### config.mk
export PLATFORM = sky130hd
export DESIGN_NAME = uvdm_regs
export DESIGN_NICKNAME = d
export VERILOG_FILES = /design/src/rtl/uvdm_regs.v /design/src/rtl/uvdm_route_decode.v
export VERILOG_INCLUDE_DIRS = /design/src /design/src/rtl
export SDC_FILE = /design/constraint.sdc
export NUM_CORES = 1
export LEC_CHECK = 0
export ABC_AREA = 1
export BUFFER_PORTS_ARGS = -buffer_cell sky130_fd_sc_hd__clkbuf_2
export CAP_MARGIN = 30
export CELL_PAD_IN_SITES_DETAIL_PLACEMENT = 0
export CELL_PAD_IN_SITES_GLOBAL_PLACEMENT = 1
export CORE_MARGIN = 2
export CORE_UTILIZATION = 41
export DETAILED_ROUTE_END_ITERATION = 6
export GPL_TIMING_DRIVEN = 0
export HOLD_SLACK_MARGIN = 0.12
export PLACE_DENSITY_LB_ADDON = 0.3
export SYNTH_ARGS = -nofsm -noshare
export SYNTH_HDL_FRONTEND = slang
export SYNTH_SLANG_ARGS = --single-unit
### constraint.sdc
create_clock -name sys_clk -period 9.99 [get_ports sys_clk]
set_input_delay 0 -clock sys_clk [delete_from_list [all_inputs] [get_ports sys_clk]]
set_output_delay 0 -clock sys_clk [all_outputs]
set_load 0.01 [all_outputs]
### src/rtl/uvdm_defines.vh
`ifndef UVDM_DEFINES_VH
`define UVDM_DEFINES_VH

// Register indices; byte address is four times the index
`define UVDM_IDX_UV_FLAGS 8'h27
`define UVDM_IDX_MUX_12 8'h28
`define UVDM_IDX_MUX_34 8'h29
`define UVDM_IDX_MUX_56 8'h2A
`define UVDM_IDX_MUX_78 8'h2B
`define UVDM_IDX_CHECK_EN 8'h40
`define UVDM_IDX_IRQ_STATUS 8'h41
`define UVDM_IDX_IRQ_MASK 8'h42

// Reset values
`define UVDM_RST_UV_FLAGS 8'h00
`define UVDM_RST_MUX 6'h00
`define UVDM_RST_CHECK_EN 8'h00
`define UVDM_RST_IRQ_MASK 8'h00

// Field positions in a multiplexer register
`define UVDM_MUX_LO_LSB 0
`define UVDM_MUX_HI_LSB 3
`define UVDM_MUX_FIELD_W 3

// Monitor source encodings
`define UVDM_SRC_PIN 3'h0
`define UVDM_SRC_TEMP 3'h1
`define UVDM_SRC_REF_X4 3'h2
`define UVDM_SRC_ANALOG_CORE_REGULATOR_X4 3'h3
`define UVDM_SRC_CORE_X4 3'h4
`define UVDM_SRC_IFACE 3'h5
`define UVDM_SRC_GND 3'h6
`define UVDM_SRC_SUPPLY 3'h7

// One-hot route codes driven to the analog switch
`define UVDM_RT_PIN 8'h01
`define UVDM_RT_TEMP 8'h02
`define UVDM_RT_REF_X4 8'h04
`define UVDM_RT_ANALOG_CORE_REGULATOR_X4 8'h08
`define UVDM_RT_DIGITAL_CORE_REGULATOR_X4 8'h10
`define UVDM_RT_IFACE 8'h20
`define UVDM_RT_GND 8'h40
`define UVDM_RT_SUPPLY 8'h80

`endif

### src/rtl/uvdm_regs.v
// Decided for this implementation: the Avalon-MM register port.
`timescale 1ns/1ps
module uvdm_regs (
  // Clock and reset
  input wire sys_clk,
  input wire reset,
  input wire clk_en,
  // Avalon-MM slave
  input wire [9:0] avs_address,
  input wire avs_read,
  input wire avs_write,
  input wire [31:0] avs_writedata,
  input wire [3:0] avs_byteenable,
  output reg [31:0] avs_readdata,
  output reg avs_waitrequest,
  // Comparator outputs, one per channel, level
  input wire [7:0] low_voltage_detect,
  // Per-channel one-hot source routes
  output reg [63:0] monitor_route,
  // Channels that need the 10 V range
  output reg [7:0] wide_range_needed,
  // Interrupt
  output reg irq
);
`include "uvdm_defines.vh"

  reg [7:0] uv_flags_q;
  reg [7:0] uv_flags_d;
  reg [7:0] check_en_q;
  reg [7:0] irq_status_q;
  reg [7:0] irq_status_d;
  reg [7:0] irq_mask_q;
  reg [5:0] mux_q [0:3];
  reg ack_q;
  reg [31:0] rdata_d;
  wire [7:0] idx;
  wire acc;
  wire wr;
  wire [7:0] wbyte;
  wire [7:0] new_uv;
  wire [63:0] route_w;
  wire [23:0] sel_flat;
  integer i;
  integer k;

  // Word index from byte address
  assign idx = avs_address[9:2];
  assign acc = (avs_read | avs_write) & ~ack_q;
  // A write lands at the edge where the master sees waitrequest low
  assign wr = avs_write & ack_q & avs_byteenable[0];
  assign wbyte = avs_writedata[7:0];

  function is_mux;
    input [7:0] a;
    begin
      is_mux = (a == `UVDM_IDX_MUX_12) || (a == `UVDM_IDX_MUX_34) ||
        (a == `UVDM_IDX_MUX_56) || (a == `UVDM_IDX_MUX_78);
    end
  endfunction

  function [1:0] mux_slot;
    input [7:0] a;
    begin
      // Select registers start on an index whose low two bits are zero
      mux_slot = a[1:0];
    end
  endfunction

  // Detections seen this cycle on enabled channels whose flag is not already set
  assign new_uv = low_voltage_detect & check_en_q & ~uv_flags_q;

  always @*
  begin
    uv_flags_d = uv_flags_q;
    if (wr && idx == `UVDM_IDX_UV_FLAGS)
      uv_flags_d = uv_flags_q & ~wbyte;
    // A new detection wins over a clear in the same cycle
    uv_flags_d = uv_flags_d | (low_voltage_detect & check_en_q);
    irq_status_d = irq_status_q;
    if (wr && idx == `UVDM_IDX_IRQ_STATUS)
      irq_status_d = irq_status_q & ~wbyte;
    irq_status_d = irq_status_d | new_uv;
  end

  always @*
  begin
    rdata_d = 32'h00000000;
    if (is_mux(idx))
      rdata_d = {26'h0000000, mux_q[mux_slot(idx)]};
    else
      case (idx)
        `UVDM_IDX_UV_FLAGS: rdata_d = {24'h000000, uv_flags_q};
        `UVDM_IDX_CHECK_EN: rdata_d = {24'h000000, check_en_q};
        `UVDM_IDX_IRQ_STATUS: rdata_d = {24'h000000, irq_status_q};
        `UVDM_IDX_IRQ_MASK: rdata_d = {24'h000000, irq_mask_q};
        default: rdata_d = 32'h00000000;
      endcase
  end

  always @(posedge sys_clk or posedge reset)
  begin
    if (reset)
    begin
      uv_flags_q <= `UVDM_RST_UV_FLAGS;
      check_en_q <= `UVDM_RST_CHECK_EN;
      irq_status_q <= 8'h00;
      irq_mask_q <= `UVDM_RST_IRQ_MASK;
      for (i = 0; i < 4; i = i + 1)
        mux_q[i] <= `UVDM_RST_MUX;
      ack_q <= 1'b0;
      avs_readdata <= 32'h00000000;
      avs_waitrequest <= 1'b1;
      irq <= 1'b0;
    end
    else if (clk_en)
    begin
      uv_flags_q <= uv_flags_d;
      irq_status_q <= irq_status_d;
      ack_q <= acc;
      avs_waitrequest <= ~acc;
      if (acc && avs_read)
        avs_readdata <= rdata_d;
      if (wr && is_mux(idx))
        // Fields 5:0 stored, bits 7:6 dropped
        mux_q[mux_slot(idx)] <= wbyte[5:0];
      if (wr && idx == `UVDM_IDX_CHECK_EN)
        check_en_q <= wbyte;
      if (wr && idx == `UVDM_IDX_IRQ_MASK)
        irq_mask_q <= wbyte;
      irq <= |(irq_status_d & irq_mask_q);
    end
  end

  // Flatten selects: channel 2k+1 low field, channel 2k+2 high field
  genvar g;
  generate
    for (g = 0; g < 4; g = g + 1)
    begin : g_pair
      assign sel_flat[6*g +: 3] = mux_q[g][`UVDM_MUX_LO_LSB +: 3];
      assign sel_flat[6*g+3 +: 3] = mux_q[g][`UVDM_MUX_HI_LSB +: 3];
    end
    for (g = 0; g < 8; g = g + 1)
    begin : g_chan
      uvdm_route_decode #(
        .ODD_CHANNEL((g % 2) == 0)
      ) u_dec (
        .sel(sel_flat[3*g +: 3]),
        .route(route_w[8*g +: 8])
      );
    end
  endgenerate

  always @(posedge sys_clk or posedge reset)
  begin
    if (reset)
    begin
      monitor_route <= {8{`UVDM_RT_PIN}};
      wide_range_needed <= 8'h00;
    end
    else if (clk_en)
    begin
      monitor_route <= route_w;
      for (k = 0; k < 8; k = k + 1)
        // Flag for the host, which owns the range setting
        wide_range_needed[k] <= (sel_flat[3*k +: 3] != `UVDM_SRC_PIN);
    end
  end

endmodule

### src/rtl/uvdm_route_decode.v
`timescale 1ns/1ps
// Turns one 3-bit source select into a one-hot switch control
module uvdm_route_decode #(
  parameter ODD_CHANNEL = 1
) (
  // Select in
  input wire [2:0] sel,
  // One-hot route out
  output reg [7:0] route
);
`include "uvdm_defines.vh"

  always @*
  begin
    case (sel)
      `UVDM_SRC_PIN: route = `UVDM_RT_PIN;
      `UVDM_SRC_TEMP: route = `UVDM_RT_TEMP;
      `UVDM_SRC_REF_X4: route = `UVDM_RT_REF_X4;
      `UVDM_SRC_ANALOG_CORE_REGULATOR_X4: route = `UVDM_RT_ANALOG_CORE_REGULATOR_X4;
      `UVDM_SRC_CORE_X4: route = (ODD_CHANNEL != 0) ?
        `UVDM_RT_DIGITAL_CORE_REGULATOR_X4 : `UVDM_RT_ANALOG_CORE_REGULATOR_X4;
      `UVDM_SRC_IFACE: route = `UVDM_RT_IFACE;
      `UVDM_SRC_GND: route = `UVDM_RT_GND;
      `UVDM_SRC_SUPPLY: route = `UVDM_RT_SUPPLY;
      default: route = `UVDM_RT_PIN;
    endcase
  end

endmodule

---- Word-level counts from Yosys, hierarchy flattened ----
Memory sizes are Yosys's and may differ from the RTL's. A register that Yosys moved wholly into a read port is not among the register bits.
Cells that the tools add are included.
word-level totals
  bits in registers ....................... 163
  ROM bits ................................ 480
  output and inout port bits .............. 106
  logic and storage cells ................. 81
  memories ................................ 8
memories
  name              words  width  rd ports  clocked after memory_dff  wr ports  line                    text
  (name not given)  8      8      1         1                         0         uvdm_route_decode.v:15  case (sel)
  (name not given)  8      8      1         1                         0         uvdm_route_decode.v:15
  (name not given)  8      8      1         1                         0         uvdm_route_decode.v:15
  (name not given)  8      8      1         1                         0         uvdm_route_decode.v:15
  (name not given)  8      7      1         1                         0         uvdm_route_decode.v:15
  (name not given)  8      7      1         1                         0         uvdm_route_decode.v:15
  +2 memories       --     --     --        --                        --        --
operators by class
  $lt $le $gt $ge ......................... 2
  equal/unequal tests ..................... 8
  mux-type cells .......................... 10
  bitwise operators ....................... 16
  reduce and logical (&&, ||, !) cells .... 23
operators with widths
  operator                                                                      count
  8-bit bitwise AND                                                             5
  8-bit by 6-bit == test with 1-bit output, second input constant               5
  8-bit case mux with 4 select lines                                            1
  24-bit bitwise mux                                                            1
  8-bit by 7-bit == test with 1-bit output, second input constant               3
  8-bit 2-to-1 mux                                                              3
  3-bit nonzero test                                                            8
  6-bit 2-to-1 mux                                                              3
  8-bit NOT                                                                     2
  8-bit bitwise OR                                                              2
  6-bit binary-select mux with 2-bit select                                     1
  6-bit demux with 2-bit select                                                 1
  2-bit AND reduction                                                           4
  8-bit OR reduction                                                            1
  1-bit logical AND                                                             7
  1-bit bitwise AND                                                             3
  3-bit >= comparator, second input constant                                    1
  1-bit logical OR                                                              3
  3-bit by 1-bit less-than comparator with 1-bit output, second input constant  1
  2-bit NOT with 3-bit output                                                   1
  1-bit NOT                                                                     2
  1-bit bitwise OR                                                              1

---- Longest topological paths before layout ----
  depth in word-level cells ............... 7
  gate-level depth with buffers ........... 13
  gate-level depth less buffers ........... 12

---- Cells and area by module ----
A second synthesis with hierarchy kept.
second synthesis, totals
  cells, all modules ...................... 849
  area total of the unflattened synthesis .. 6668.9 um^2
modules (own cells, without submodules)
  module                                    times used  cells an instance  area an instance (um^2)
  uvdm_regs                                 1           717                6148.4
  uvdm_route_decode at g_chan[1].u_dec ...  4           18                 73.8
  uvdm_route_decode at g_chan[0].u_dec ...  4           15                 56.3

---- Least setup slack after synthesis ----
OpenSTA, ideal clock, no wires.
  path type ............................... flip-flop to flip-flop
  start point ............................. reg ack_q
  end point ............................... reg irq
  setup time .............................. 117 ps
  data arrival time ....................... 1238 ps
  required time ........................... 9873 ps
  slack ................................... 8635 ps
  cell stages (with the launch flop) ...... 12
  buffers on the path ..................... 0
  period minus slack after synthesis ...... 1355 ps
  path through ............................ dfrtp_1 inv_1 nor2_1 nand4_1 nand2_1 nand2_1 nand2_1 nand2_1 nor2_1 nand2_1 nand2_1 nand2_1
on the way
  cells in the longest elaborated chain, start to end .. 7
ends and longest elaborated chain
  element                         line             text
  start, declared                 uvdm_regs.v:34   reg ack_q;
  start signal, assigned          uvdm_regs.v:110  ack_q <= 1'b0;
  start signal, assigned          uvdm_regs.v:119  ack_q <= acc;
  1-bit bitwise AND (2 in a row)  uvdm_regs.v:50   assign wr = avs_write & ack_q & avs_byteenable[0];
  1-bit logical AND (no line)     --
  8-bit 2-to-1 mux                uvdm_regs.v:80   if (wr && idx == `UVDM_IDX_IRQ_STATUS)
  8-bit bitwise OR                uvdm_regs.v:82   irq_status_d = irq_status_d | new_uv;
  8-bit bitwise AND               uvdm_regs.v:130  irq <= |(irq_status_d & irq_mask_q);
  8-bit OR reduction              uvdm_regs.v:130
  end signal, assigned            uvdm_regs.v:130
  end, declared                   uvdm_regs.v:23   output reg irq
Every way passes these cells.
A chain may end at the register's enable or synchronous reset.

---- Worst setup path after layout ----
  start point ............................. in avs_address[4]
  end point ............................... reg uv_flags_q[1]
on the way
  cells in the longest elaborated chain, start to end .. 4
ends and longest elaborated chain
  element                                   line             text
  start, declared                           uvdm_regs.v:9    input wire [9:0] avs_address,
  8-bit by 6-bit == test with 1-bit output  --
  1-bit logical AND (no line)               --
  8-bit 2-to-1 mux                          uvdm_regs.v:75   if (wr && idx == `UVDM_IDX_UV_FLAGS)
  8-bit bitwise OR                          uvdm_regs.v:78   uv_flags_d = uv_flags_d | (low_voltage_detect & check_en_q);
  end signal, assigned                      uvdm_regs.v:104  uv_flags_q <= `UVDM_RST_UV_FLAGS;
  end signal, assigned                      uvdm_regs.v:117  uv_flags_q <= uv_flags_d;
  end, declared                             uvdm_regs.v:27   reg [7:0] uv_flags_q;
Every way passes these cells.

==> impl_results.md <==
* Worst skew pair latency at between 400 and 500 ps
* Cell Area, Synth at ~6000 sq um
* CP Capture Type: flip-flop
* Compound-Gate Fraction of Synth Area at 0.138
* Worst-path clk slew at roughly 60 ps
* Unique masters post-synth at 33
* Total Power at between 1 and 1.5 mW
* Syn avg cell area at approximately 8.6 sq um
* Biggest area consumer among synthesized cells: dfrtp_1
* Vias in the first global route at 5,457
* Startpoint Class: input port
* Clk sinks at between 100 and 150
* Commonest cells post-synth: nand2_1 (229), dfrtp_1 (126), o21ai_0 (92)
* Drt first pass iters at 5
* Detailed Route WL at around 17 mm
* Synth top area share at 0.522
* IO Port Bufs at 107
* Setup violations, final at 0
* Crit path max fanout at 9
* Post-route ant nets at 0
* HP Class: input port to flip-flop
* ANT cells at 0
* CORE AREA at around 14,000 sq um
* Final period util at 0.243
* CTS tree: built
* Final hold violations at 0
* Worst Skew at 5.67 ps
* FMAX at between 400 and 500 MHz
* Max Root-Sink Buffers at 2
* GRT overflow at 0
* H-tree depth at 4
* Initial core utilization at 0.417
* NumNets Final at between 900 and 1,000
* Slew HR at 0.534
* RD Place Congestion at just under 0.9
* Synthesized netlist cell count at ~700
* Chip width at 125 microns
* Arrival time worst endpoint at between 2000 and 3000 ps
* Initial antenna violation count at 0
* Post-Synth XOR/XNOR Area at 0
* Area growth syn-to-layout at 30.3%
* Top FF cell, synth: dfrtp_1
* Pwr per Cell Area at about 170 nW/um^2
* Most frequent cell after synthesis: nand2_1
* VDD IR-drop max at between 0.1 and 0.15 mV
* Pleak at between 3 and 4 nW
* Num CTS Buffers at 17
* Max-cap viol count at 0
* Status: finished clean
* Via/cell ratio at just over 5
* Clock Tree Root: clkbuf_16
* Pins Over Slew Limit at 0
* Die ar. at 15,700 sq um
* Adder-cell share of the synthesized area at 0
* DRC violation count after routing at 0
* Routed WL per cell at around 16 microns
* Layout cells sized above 1 at 0.219
* Largest family of logic cells by synthesized area: simple AND/OR/NAND/NOR gates
* Simple-gate share of the synthesized area at 0.220
* Tmin final at around 2400 ps
* Vias post-DR at 5,518
* DP Wirelength at 12.6 mm
* Multiplexer share of the synthesized area at 0
* EDFF count, synth at 0
* Setup_tns at 0 ps
* FFs w/ async S/R, synth at 1.00
* Largest net degree at the start of global routing at 69
* Post-synthesis sequential area ratio at 0.561
* Tightest Pin Transition at around 700 ps
* Ys Warns at 0
* Hold_ws at 150 ps
* Die height at 125 microns
* FILL cells at roughly 1,400
* RSZ-0062 raised after global routing: no
* Top-level I/O count at roughly 170
* Synth top area cells: dfrtp_1 (52%), nand2_1 (14%), o21ai_0 (7.6%)
* Synthesized flop and latch total at between 100 and 150
* Critical Path RT at 10,290 ps
* Cell Rows at 44
* Detailed router's first-iteration violation count at 437
* First-pass GRT wire length at ~28 mm
* Tot GR Track Use at 0.229
* WS Path Type: input port to flip-flop
-- sequential cells by signal, summed over array words and instances (netlist names) --
| name | count |
|---|---|
| avs_readdata | 8 |
| ack_q | 1 |
| monitor_route | 60 |
| irq_mask_q | 8 |
| uv_flags_q | 8 |
| wide_range_needed | 8 |
| check_en_q | 8 |
| irq_status_q | 8 |
| avs_waitrequest | 1 |
| mux_q | 24 |
| irq | 1 |
-- final timing paths --
kind	endpoint	cells past startpoint	from	slack, ps
setup reg to reg	uv_flags_q[1]	6	ack_q	7590
max in group asynchronous	monitor_route[40]	4	reset	9000
setup / recovery	uv_flags_q[1]	8	avs_address[4]	7560
hold reg to reg	monitor_route[8]	2	monitor_route[8]	470
min in group asynchronous	irq_mask_q[0]	3	reset	210
hold / removal	mux_q[23]	5	avs_address[3]	150
-- power by group --
group,internal (mW),switching [mW],leakage [nW],total (mW)
Clock,0.445,0.243,0.319,0.688
Combinational,0.0379,0.0655,1.84,0.103
Sequential,0.564,0.0109,1.82,0.575
Total,1.05,0.319,3.97,1.37
-- kinds of logic after synthesis --
logic type / after synthesis
AOI/OAI and AO/OA: 153
buffers and inverters: 98
DFF: 135
other: 1
and+or+nand+nor: 317
-- area by class of cell --
class	instances	area [sq um]	share of cell area
Clock inverter	14	221	0.0281
Tap cell	184	230	0.0293
Inverter	50	193	0.0245
Sequential cell	135	3390	0.431
Multi-Input combinational cell	498	2270	0.288
Timing Repair Buffer	136	843	0.107
Clock buffer	18	429	0.0545
Buffer	48	294	0.0374
-- worst max-delay path, cell delays in order --
cell	delay [ps]
dlygate4sd3_1	560
clkbuf_2	120
inv_1	90
nor4_4	640
nand2_1	410
o21ai_0	250
nand2_1	70
dlygate4sd3_1	570
-- timing repair --
| action | in CTS | in global routing |
|---|---|---|
| buffers inserted | 0 | 0 |
| hold buffers | 28 | 0 |
| resized for setup | 0 | 0 |
| endpoints found under the hold margin | 136 | 0 |
-- routing by layer --
metal  GRT usage  wire (microns)
met5           0               0
met4      0.0765             325
met3      0.0586            1110
met2       0.381            8690
met1       0.292            7180
-- metrics by stage --
step / util / std cells / setup WS [ps] / instance area [sq um]
global placement: 0.477 / 1022 / 4990 / 6910
detailed placement: 0.479 / 1023 / 8170 / 6940
global route: 0.544 / 1083 / 7420 / 7870
floorplan: - / 731 / 6390 / 6140
CTS: 0.544 / 1083 / 7600 / 7870
finish: 0.544 / 1083 / 7560 / 7870
-- layout by cell type (no fill, tap or decap), types with 3 or more instances in the layout --
cell	synthesis	final
a21oi_1	5	5
a221oi_1	4	4
a22oi_1	3	3
a31oi_1	7	7
buf_2	7	7
buf_4	28	28
bufinv_16	0	5
clkbuf_1	12	13
clkbuf_16	0	17
clkbuf_2	0	107
clkinv_4	0	5
conb_1	1	28
dfrtp_1	126	126
dfstp_2	9	9
dlygate4sd3_1	0	28
inv_1	47	46
inv_6	0	3
nand2_1	229	229
nand3_1	15	15
nand3b_1	8	8
nand4_1	16	16
nor2_1	36	36
o21a_1	4	4
o21ai_0	92	92
o21ai_1	27	27
o221ai_1	3	3
o22ai_1	4	4
or2_2	7	7
No activity file was read; power rests on OpenSTA's default activity.
